## src/hw/kpi_pkg.sv

```systemverilog
package kpi_pkg;

    // key pin count and the low pins whose polarity is fixed to falling/low
    localparam int KPI_NUM_PINS = 8;
    localparam int KPI_FIXED_PINS = 4;

    // register byte offsets (low address byte)
    localparam logic [7:0] KPI_OFS_STATUS_CONTROL = 8'h00;
    localparam logic [7:0] KPI_OFS_PIN_ENABLE = 8'h04;
    localparam logic [7:0] KPI_OFS_EVENT_STATUS = 8'h08;
    localparam logic [7:0] KPI_OFS_EVENT_MASK = 8'h0c;
    localparam logic [7:0] KPI_OFS_PIN_LEVEL = 8'h10;

    // keypad_status_control field positions
    localparam int KPI_POL_LSB = 4;
    localparam int KPI_POL_MSB = 7;
    localparam int KPI_BIT_FLAG = 3;
    localparam int KPI_BIT_ACK = 2;
    localparam int KPI_BIT_IRQ_EN = 1;
    localparam int KPI_BIT_MODE = 0;

    // event status / mask layout
    localparam int KPI_NUM_EVENTS = 2;
    localparam int KPI_EVT_KEY = 0;
    localparam int KPI_EVT_ACK_HELD = 1;

    // reset values
    localparam logic [3:0] KPI_RST_POLARITY = 4'h0;
    localparam logic KPI_RST_FLAG = 1'b0;
    localparam logic KPI_RST_IRQ_EN = 1'b0;
    localparam logic KPI_RST_MODE = 1'b0;
    localparam logic [7:0] KPI_RST_PIN_ENABLE = 8'h00;
    localparam logic [1:0] KPI_RST_EVENT_STATUS = 2'h0;
    localparam logic [1:0] KPI_RST_EVENT_MASK = 2'h0;
    localparam logic [31:0] KPI_RST_HRDATA = 32'h0000_0000;

    // ahb encodings
    localparam logic [1:0] KPI_HTRANS_NONSEQ = 2'h2;
    localparam logic KPI_HRESP_OKAY = 1'b0;

    // bus slave phases
    typedef enum logic [1:0] {
        KPI_PH_IDLE,
        KPI_PH_WRITE,
        KPI_PH_READ_WAIT,
        KPI_PH_READ_DONE
    } kpi_phase_type;

endpackage : kpi_pkg

```

## src/hw/kpi_det_if.sv

```systemverilog
`timescale 1ns/100ps
`default_nettype none

interface kpi_det_if #(
    parameter int NUM_PINS = 8
);
    logic [NUM_PINS-1:0] pin_enable;
    logic [NUM_PINS-1:0] polarity;
    logic level_mode;
    logic [NUM_PINS-1:0] trig;
    logic [NUM_PINS-1:0] level;

    modport control (
        output pin_enable,
        output polarity,
        output level_mode,
        input trig,
        input level
    );

    modport detector (
        input pin_enable,
        input polarity,
        input level_mode,
        output trig,
        output level
    );
endinterface : kpi_det_if

`default_nettype wire

```

## src/hw/kpi_detect.sv

```systemverilog
`timescale 1ns/100ps
`default_nettype none

module kpi_detect
    import kpi_pkg::*;
#(
    parameter int NUM_PINS = 8,
    parameter int FIXED_PINS = 4
) (
    input wire logic clk,
    input wire logic rst_n,
    input wire logic [NUM_PINS-1:0] key_pins,
    kpi_det_if.detector det
);

    logic [NUM_PINS-1:0] sync1_q, sync1_d;
    logic [NUM_PINS-1:0] sync2_q, sync2_d;
    logic [NUM_PINS-1:0] prev_q, prev_d;
    logic [NUM_PINS-1:0] trig;

    always_comb begin
        sync1_d = key_pins;
        sync2_d = sync1_q; // [RULE9]
        prev_d = sync2_q; // [RULE9]
        for (int i = 0; i < NUM_PINS; i++) begin
            if (i >= FIXED_PINS && det.polarity[i]) begin
                // rising edge or high level
                trig[i] = (sync2_q[i] & ~prev_q[i]) // [RULE1] [RULE9]
                    | (det.level_mode & sync2_q[i]); // [RULE3]
            end else begin
                // falling edge or low level, always so for low pins
                trig[i] = (~sync2_q[i] & prev_q[i]) // [RULE2] [RULE9]
                    | (det.level_mode & ~sync2_q[i]); // [RULE3]
            end
        end
        det.trig = trig & det.pin_enable; // [RULE8]
        det.level = sync2_q;
    end

    always_ff @(posedge clk) begin
        if (!rst_n) begin
            sync1_q <= '0;
            sync2_q <= '0;
            prev_q <= '0;
        end else begin
            sync1_q <= sync1_d;
            sync2_q <= sync2_d;
            prev_q <= prev_d;
        end
    end

endmodule : kpi_detect

`default_nettype wire

```

## src/hw/kpi_top.sv

```systemverilog
// What this block does
// [RULE1] pins 7..4 enabled: polarity bit 0 falling/low, 1 rising/high
// [RULE2] pins 3..0 always falling edge or low level, polarity fixed
// [RULE3] mode bit 0 edge only, 1 edge and level, all pins
// [RULE4] pending flag bit 3 set on any enabled trigger, read only
// [RULE5] writing 1 to ack bit 2 clears flag; ack reads 0
// [RULE6] level mode with asserted pin keeps flag set over ack
// [RULE7] request irq while flag and irq enable bit 1 both 1
// [RULE8] only pins with enable bit 1 can set the flag
// [RULE9] pins synchronised; edge from current versus previous sample
// [RULE10] reset clears flag, irq enable, mode and polarity bits
//
// The placing of the registers and register access over AHB-Lite were left to the implementer.
`timescale 1ns/100ps
`default_nettype none

module kpi_top
    import kpi_pkg::*;
#(
    parameter int NUM_PINS = KPI_NUM_PINS,
    parameter int FIXED_PINS = KPI_FIXED_PINS
) (
    input wire logic clk,
    input wire logic rst_n,
    input wire logic hsel,
    input wire logic [31:0] haddr,
    input wire logic [1:0] htrans,
    input wire logic hwrite,
    input wire logic [2:0] hsize,
    input wire logic [31:0] hwdata,
    input wire logic hready,
    output logic hreadyout,
    output logic hresp,
    output logic [31:0] hrdata,
    input wire logic [NUM_PINS-1:0] key_pins,
    output logic irq
);

    // bus slave state
    kpi_phase_type phase_q, phase_d;
    logic [7:0] addr_q, addr_d;
    logic [31:0] hrdata_q, hrdata_d;

    // configuration and status
    logic [3:0] polarity_q, polarity_d;
    logic flag_q, flag_d;
    logic irq_en_q, irq_en_d;
    logic mode_q, mode_d;
    logic [NUM_PINS-1:0] pin_en_q, pin_en_d;
    logic [KPI_NUM_EVENTS-1:0] evt_q, evt_d;
    logic [KPI_NUM_EVENTS-1:0] mask_q, mask_d;

    // decoded bus activity
    logic accept;
    logic wr_any;
    logic wr_sc;
    logic wr_pin_en;
    logic wr_evt;
    logic wr_mask;
    logic ack;
    logic any_trig;
    logic [KPI_NUM_EVENTS-1:0] evt_set;
    logic [31:0] read_value;

    kpi_det_if #(.NUM_PINS(NUM_PINS)) det ();

    kpi_detect #(
        .NUM_PINS(NUM_PINS),
        .FIXED_PINS(FIXED_PINS)
    ) u_detect (
        .clk(clk),
        .rst_n(rst_n),
        .key_pins(key_pins),
        .det(det)
    );

    // true when the latched address selects the given register
    function automatic logic reg_hit(
        input logic [7:0] addr,
        input logic [7:0] offset
    );
        reg_hit = (addr[7:2] == offset[7:2]);
    endfunction : reg_hit

    // polarity bits only reach the upper pins
    always_comb begin
        det.pin_enable = pin_en_q;
        det.polarity = '0;
        det.polarity[NUM_PINS-1 -: 4] = polarity_q; // [RULE1]
        det.level_mode = mode_q; // [RULE3]
    end

    // address phase acceptance and write decode
    always_comb begin
        accept = hsel && hready && (htrans == KPI_HTRANS_NONSEQ);
        wr_any = (phase_q == KPI_PH_WRITE);
        wr_sc = wr_any && reg_hit(addr_q, KPI_OFS_STATUS_CONTROL);
        wr_pin_en = wr_any && reg_hit(addr_q, KPI_OFS_PIN_ENABLE);
        wr_evt = wr_any && reg_hit(addr_q, KPI_OFS_EVENT_STATUS);
        wr_mask = wr_any && reg_hit(addr_q, KPI_OFS_EVENT_MASK);
        ack = wr_sc && hwdata[KPI_BIT_ACK]; // [RULE5]
        any_trig = |det.trig; // [RULE8]
    end

    // bus slave phase sequencing
    always_comb begin
        phase_d = phase_q;
        addr_d = addr_q;
        unique case (phase_q)
            KPI_PH_IDLE, KPI_PH_WRITE, KPI_PH_READ_DONE: begin
                if (accept) begin
                    addr_d = haddr[7:0];
                    if (hwrite) begin
                        phase_d = KPI_PH_WRITE;
                    end else begin
                        phase_d = KPI_PH_READ_WAIT;
                    end
                end else begin
                    phase_d = KPI_PH_IDLE;
                end
            end
            KPI_PH_READ_WAIT: begin
                phase_d = KPI_PH_READ_DONE;
            end
        endcase
    end

    // read multiplexer, sampled during the wait cycle
    always_comb begin
        read_value = '0;
        if (reg_hit(addr_q, KPI_OFS_STATUS_CONTROL)) begin
            read_value[KPI_POL_MSB:KPI_POL_LSB] = polarity_q;
            read_value[KPI_BIT_FLAG] = flag_q; // [RULE4]
            read_value[KPI_BIT_ACK] = 1'b0; // [RULE5]
            read_value[KPI_BIT_IRQ_EN] = irq_en_q;
            read_value[KPI_BIT_MODE] = mode_q;
        end else if (reg_hit(addr_q, KPI_OFS_PIN_ENABLE)) begin
            read_value[NUM_PINS-1:0] = pin_en_q;
        end else if (reg_hit(addr_q, KPI_OFS_EVENT_STATUS)) begin
            read_value[KPI_NUM_EVENTS-1:0] = evt_q;
        end else if (reg_hit(addr_q, KPI_OFS_EVENT_MASK)) begin
            read_value[KPI_NUM_EVENTS-1:0] = mask_q;
        end else if (reg_hit(addr_q, KPI_OFS_PIN_LEVEL)) begin
            read_value[NUM_PINS-1:0] = det.level;
        end
    end

    always_comb begin
        hrdata_d = hrdata_q;
        if (phase_q == KPI_PH_READ_WAIT) begin
            hrdata_d = read_value;
        end
    end

    // configuration registers
    always_comb begin
        polarity_d = polarity_q;
        irq_en_d = irq_en_q;
        mode_d = mode_q;
        pin_en_d = pin_en_q;
        mask_d = mask_q;
        if (wr_sc) begin
            polarity_d = hwdata[KPI_POL_MSB:KPI_POL_LSB]; // [RULE1]
            irq_en_d = hwdata[KPI_BIT_IRQ_EN]; // [RULE7]
            mode_d = hwdata[KPI_BIT_MODE]; // [RULE3]
        end
        if (wr_pin_en) begin
            pin_en_d = hwdata[NUM_PINS-1:0]; // [RULE8]
        end
        if (wr_mask) begin
            mask_d = hwdata[KPI_NUM_EVENTS-1:0];
        end
    end

    // pending flag: a trigger in the ack cycle wins over the clear
    always_comb begin
        flag_d = flag_q;
        if (ack) begin
            flag_d = 1'b0; // [RULE5]
        end
        if (any_trig) begin
            flag_d = 1'b1; // [RULE4] [RULE6]
        end
    end

    // sticky event bits, write one to clear, set wins
    always_comb begin
        evt_set = '0;
        evt_set[KPI_EVT_KEY] = any_trig && !flag_q;
        evt_set[KPI_EVT_ACK_HELD] = ack && any_trig; // [RULE6]
        evt_d = evt_q;
        if (wr_evt) begin
            evt_d = evt_q & ~hwdata[KPI_NUM_EVENTS-1:0];
        end
        evt_d = evt_d | evt_set;
    end

    // bus answers and interrupt line
    always_comb begin
        hreadyout = (phase_q != KPI_PH_READ_WAIT);
        hresp = KPI_HRESP_OKAY;
        hrdata = hrdata_q;
        irq = (flag_q && irq_en_q) // [RULE7]
            || (|(evt_q & mask_q));
    end

    always_ff @(posedge clk) begin
        if (!rst_n) begin
            phase_q <= KPI_PH_IDLE;
            addr_q <= 8'h00;
            hrdata_q <= KPI_RST_HRDATA;
        end else begin
            phase_q <= phase_d;
            addr_q <= addr_d;
            hrdata_q <= hrdata_d;
        end
    end

    always_ff @(posedge clk) begin
        if (!rst_n) begin
            polarity_q <= KPI_RST_POLARITY; // [RULE10]
            flag_q <= KPI_RST_FLAG; // [RULE10]
            irq_en_q <= KPI_RST_IRQ_EN; // [RULE10]
            mode_q <= KPI_RST_MODE; // [RULE10]
            pin_en_q <= KPI_RST_PIN_ENABLE;
            evt_q <= KPI_RST_EVENT_STATUS;
            mask_q <= KPI_RST_EVENT_MASK;
        end else begin
            polarity_q <= polarity_d;
            flag_q <= flag_d;
            irq_en_q <= irq_en_d;
            mode_q <= mode_d;
            pin_en_q <= pin_en_d;
            evt_q <= evt_d;
            mask_q <= mask_d;
        end
    end

endmodule : kpi_top

`default_nettype wire

```

## config.mk

```make
export PLATFORM = sky130hd
export DESIGN_NAME = kpi_top
export DESIGN_NICKNAME = d
export VERILOG_FILES = /design/src/hw/kpi_pkg.sv /design/src/hw/kpi_det_if.sv /design/src/hw/kpi_detect.sv /design/src/hw/kpi_top.sv
export SDC_FILE = /design/constraint.sdc
export NUM_CORES = 1
export LEC_CHECK = 0
export CAP_MARGIN = 20
export CORE_AREA = 3 3 75 77
export CTS_CLUSTER_DIAMETER = 40
export DETAILED_ROUTE_END_ITERATION = 10
export DIE_AREA = 0 0 78 80
export DONT_BUFFER_PORTS = 1
export GPL_TIMING_DRIVEN = 0
export PLACE_DENSITY = 0.7
export SYNTH_ARGS = -nofsm -noshare
export SYNTH_HDL_FRONTEND = slang
export SYNTH_SLANG_ARGS = --single-unit
```

## constraint.sdc

```tcl
create_clock -name clk -period 1.39 [get_ports clk]
set_input_delay 0.278 -clock clk [delete_from_list [all_inputs] [get_ports clk]]
set_output_delay 0.278 -clock clk [all_outputs]
set_load 0.02 [all_outputs]
```

Word-level counts from Yosys, hierarchy flattened
Cells that the tools add are included.

Bits in registers: 61. Bits of input ports: 82. Output and inout bits: 35. Word-level logic and storage cells: 111.

Equality and inequality tests: 9. Mux-type cells: 17. Bitwise operators: 53. Reduce and logical (&&, ||, !) cells: 19.

Operator list (count): bitwise AND 1 bit (24); 2-to-1 mux 8 bit (3); == test 6 x 2 -> 1 bit (second input constant) (2); 2-to-1 mux 6 bit (2); inverter 1 bit (12); OR 1 bit (12); logical AND 1 bit (10); 2-to-1 mux 2 bit (5); bitwise AND 8 bit (1); OR reduction 8 bit (1); == test 2 bit (second input constant) (3); == test 6 x 1 -> 1 bit (second input constant) (1); == test 6 x 3 -> 1 bit (second input constant) (1); zero test 6 bit (1); 2-to-1 mux 1 bit (6); bitwise AND 2 bit (2); one-hot mux 2 bit (2 select lines) (1); OR reduction 3 bit (1); == test 2 x 1 -> 1 bit (second input constant) (1); zero test 2 bit (1); != test 2 bit (second input constant) (1); inverter 2 bit (1); OR 2 bit (1); AND reduction 2 bit (1); other kinds (4) (4).

Depth between registers and ports, before layout
Depth after elaboration: 8. Gate-level depth with buffers: 6.

By module
From an unflattened synthesis, not the netlist that was laid out.

Cell total of the unflattened synthesis: 292. Area total of the unflattened synthesis: 2608.8 µm².

Modules (own cells, without submodules): kpi_top (times used 1, cells each 219, area each 1801.7 µm²); kpi_detect (times used 1, cells each 73, area each 807.0 µm²).

Least setup slack after synthesis
OpenSTA, ideal clock, no wires.

Kind: flip-flop to flip-flop. Start point: register addr_q[3]. End point: register evt_q[0]. Arrival: 1166 ps. Setup slack: 100 ps. Cell stages (with the launch flop): 5. Buffers on the path: 0. Period minus slack after synthesis: 1290 ps. Path through: dfxtp_1 -> nor3b_4 -> a41oi_1 -> nor4_1 -> a21oi_1.

Word-level cells in the longest chain between the ends: 4.

Ends and longest elaborated chain: start: declaration (RTL line kpi_top.sv:41) `logic [7:0] addr_q, addr_d;`; start signal: assignment (RTL line kpi_top.sv:214) `addr_q <= addr_d;`; == test 6 x 2 -> 1 bit (RTL line kpi_top.sv:82) `reg_hit = (addr[7:2] == offset[7:2]);`; logical AND 1 bit (RTL line kpi_top.sv:99) `wr_evt = wr_any && reg_hit(addr_q, KPI_OFS_EVENT_STATUS);`; 2-to-1 mux 2 bit (RTL line kpi_top.sv:192) `if (wr_evt) begin`; OR 2 bit (RTL line kpi_top.sv:195) `evt_d = evt_d | evt_set;`; end signal: assignment (RTL line kpi_top.sv:234) `evt_q <= evt_d;`; end: declaration (RTL line kpi_top.sv:50) `logic [KPI_NUM_EVENTS-1:0] evt_q, evt_d;`.

No other way between the ends. A chain may end at the register's enable or synchronous reset.

Worst setup path after layout
Ends and elaborated chain as after synthesis.

==> flow_summary_export.csv <==
group,metric,value,unit
run_status,status,"finished, violations left",
run_status,violations,"setup timing",
placement,hpwlAfterDp,4140,um
job,maxCapViolations,0,
floorplan,die_x,78,um
clock_network,cts_tree,"yes",
layout,antenna_cells,0,
logic_synthesis,yosysUniqueCellTypes,48,
sta,min_period_over_period,118,%
sta,setup-tns-final,-0.591,ns
setup_path,cp-start-kind,"flip-flop",
drt,drt-initial-drc-count,206,
floorplan,rows,26,
sta,holdWs,0.0648,ns
logic_synthesis,synth-seq-area-share,44.3,%
logic_synthesis,synthFlopType,"dfxtp_1",
floorplan,io_pins,117,
grt,grt_usage,19.8,%
clock_network,cts_buffers,9,
drt,routedWlPerCell,16.2,um
drt,finalWirelength,6700,um
min_path,hold_class,"in -> reg",
grt,grt_max_degree,12,
placement,pre_cts_slack,-0.143,ns
grt,grt_pass1_vias,1967,
layout,layout-drive-gt1-share,35.5,%
grt,grt_pass1_wl,9310,um
logic_synthesis,synth.largest_area_cell,"dfxtp_1",
floorplan,dieArea,6240,um^2
clock_network,cts.path.max_buffers,2,
clock_network,cts.sinks,59,
sta,clock_skew,0.0122,ns
floorplan,coreArea,5070,um^2
logic_synthesis,syn_area,2670,um^2
placement,placed_area,2840,um^2
power,p_leak,1.40,nW
drt,dr.pass1.iters,7,
logic_synthesis,syn-instance-count,291,
clock_network,root_buffer,"clkbuf_8",
drt,drc,0,
logic_synthesis,synth_edf_count,0,
layout,layout_common_cells,"dfxtp_1, buf_4, conb_1",
layout,nFillCells,392,
sta,drv_slew,0,
setup_path,crit_fanout,6,
sta,hold_viol,0,
drt,ant_nets,0,
grt,gr-max-usage-layer,"met2",
layout,final_common_cell,"dfxtp_1",
placement,dp_cells,385,
sta,max_freq,611,MHz
setup_path,critPathArrivalTime,1.85,ns
logic_synthesis,synthTopCellsByArea,"dfxtp_1, buf_4, and2_1",
setup_path,worst_setup_path_end_kind,"flip-flop",
grt,overflow,0,
setup_path,critPathRequiredTime,1.60,ns
placement,io_buffers,0,
logic_synthesis,synth_top_area_share,44.3,%
logic_synthesis,avgSynthCellArea,9.16,um^2
sta,max_slew_margin,65.8,%
sta,tightest_slew,0.512,ns
grt,use_met3,6.21,%
clock_network,clk_pin_slew,0.07,ns
grt,met1_usage,24.8,%
clock_network,clk_latency,0.34,ns
grt,antenna_found_initial,0,
power,ir_drop,780,uV
logic_synthesis,async_reset_ff_share,0,%
drt,via_per_inst,5.34,
sta,worst_slack,-0.247,ns
floorplan,start_util,52.5,%
power,power_density,1100,nW/um^2
clock_network,htree_num_levels,3,
layout,areaGrowthSynthToFinish,31.5,%
clock_network,ctsHoldBuffers,0,
floorplan,die_y,80,um
layout,finalNonFillerCells,414,
sta,finalSetupViolCount,10,
placement,gp_congestion,0.880,
drt,vias,2211,
logic_synthesis,synth-seq-cells,59,
logic_synthesis,synth_warnings,0,
setup_path,crit_type,"reg -> reg",
sta,period_needed,1.64,ns
layout,final_cell_area,3510,um^2
sta,rsz0062_at_grt,"yes",
layout,nNetsFinal,421,
grt,globalRouteMet2Util,30.0,%
layer usage:
layer / vias to the layer above / wire, um
li1: 1053 / -
met1: 1022 / 2640
met2: 109 / 3210
met3: 27 / 622
met4: 0 / 225
met5: - / 0
synthesized netlist by cell type (2+ instances only):
master	instances
a211oi_1	2
nand2b_1	4
and2_1	25
nor2_1	19
dfxtp_1	59
o32ai_1	2
a21oi_1	26
a221oi_1	2
clkbuf_1	5
nor2b_1	2
inv_1	7
o211ai_1	4
and3_1	4
xor2_1	4
buf_2	2
nand2_1	17
buf_4	29
nor3_4	2
nand3_1	14
mux2i_1	6
nor3_1	3
a22oi_2	4
xnor2_1	4
nor4_1	3
and4_1	2
o21ai_0	14
a21oi_2	4
a41oi_1	2
critical path, cell delays in order, from the launching register on:
cell,delay [ns]
dfxtp_4,0.39
nor3b_4,0.33
buf_4,0.18
a41oi_2,0.15
nor4_1,0.33
a21oi_1,0.14
final timing paths:
| kind | start | to | slack (ns) | cells after the start |
|---|---|---|---|---|
| worst max-delay path | addr_q[3]$_SDFFE_PN0P_ | evt_q[0]$_SDFF_PN0_ | -0.25 | 5 |
| worst min register to register | u_detect.sync1_q[0]$_SDFF_PN0_ | u_detect.det.level[0]$_SDFF_PN0_ | 0.43 | 1 |
| worst min-delay path | hwdata[5] | polarity_q[1]$_SDFFE_PN0N_ | 0.06 | 2 |
| worst max register to register | addr_q[3]$_SDFFE_PN0P_ | evt_q[0]$_SDFF_PN0_ | -0.25 | 5 |
repair_timing:
item                       CTS  global route
resized for setup           18            49
buffers inserted             4             8
cloned                       0             2
setup endpoints to repair   23            29
pin swaps                    5            29
hold endpoints to repair     0             0
stage by stage:
stage                     utilization, %  total power, mW
after floorplan                        -             2.03
after global placement              56.0             2.07
after detailed placement            56.0             2.07
after CTS                           62.2             3.83
after global routing                69.1             4.01
final                               69.1             3.87
sequential cells by signal (all words and copies together) (netlist names), 2 cells and up:
signal	cells
phase_q	2
polarity_q	4
addr_q	6
u_detect.sync1_q	8
u_detect.prev_q	8
mask_q	2
u_detect.det.level	8
hrdata	8
evt_q	2
det.pin_enable	8
area by class of cell:
type                            instances  area, um^2  area share [%]
Clock buffer                           10         138            3.93
Timing Repair Buffer                   14         168            4.78
Inverter                                9        38.8            1.11
Buffer                                 38         298            8.49
Sequential cell                        59        1200            34.2
Clock inverter                          6        88.8            2.53
Multi-Input combinational cell        208        1490            42.5
Tap cell                               70        87.6            2.50
kinds of logic (layout without fill, tap and decap cells):
| family | after synthesis | in the layout | synth area share (%) |
|---|---|---|---|
| mux | 7 | 7 | 2.67 |
| simple gates | 102 | 102 | 21.9 |
| compound gates | 66 | 66 | 16.2 |
| other cells | 1 | 25 | 0.141 |
| buf+inv | 48 | 77 | 12.2 |
| flops | 59 | 59 | 44.3 |
| xor+xnor | 8 | 8 | 2.63 |
power breakdown:
group / switching (mW) / internal, mW / leakage, nW / total, mW
clock: 0.689 / 1.06 / 0.108 / 1.75
combinational: 0.200 / 0.163 / 0.809 / 0.363
sequential: 0.0370 / 1.73 / 0.484 / 1.76
total: 0.927 / 2.95 / 1.40 / 3.87
Note: power is estimated with default switching activity, not from simulation.
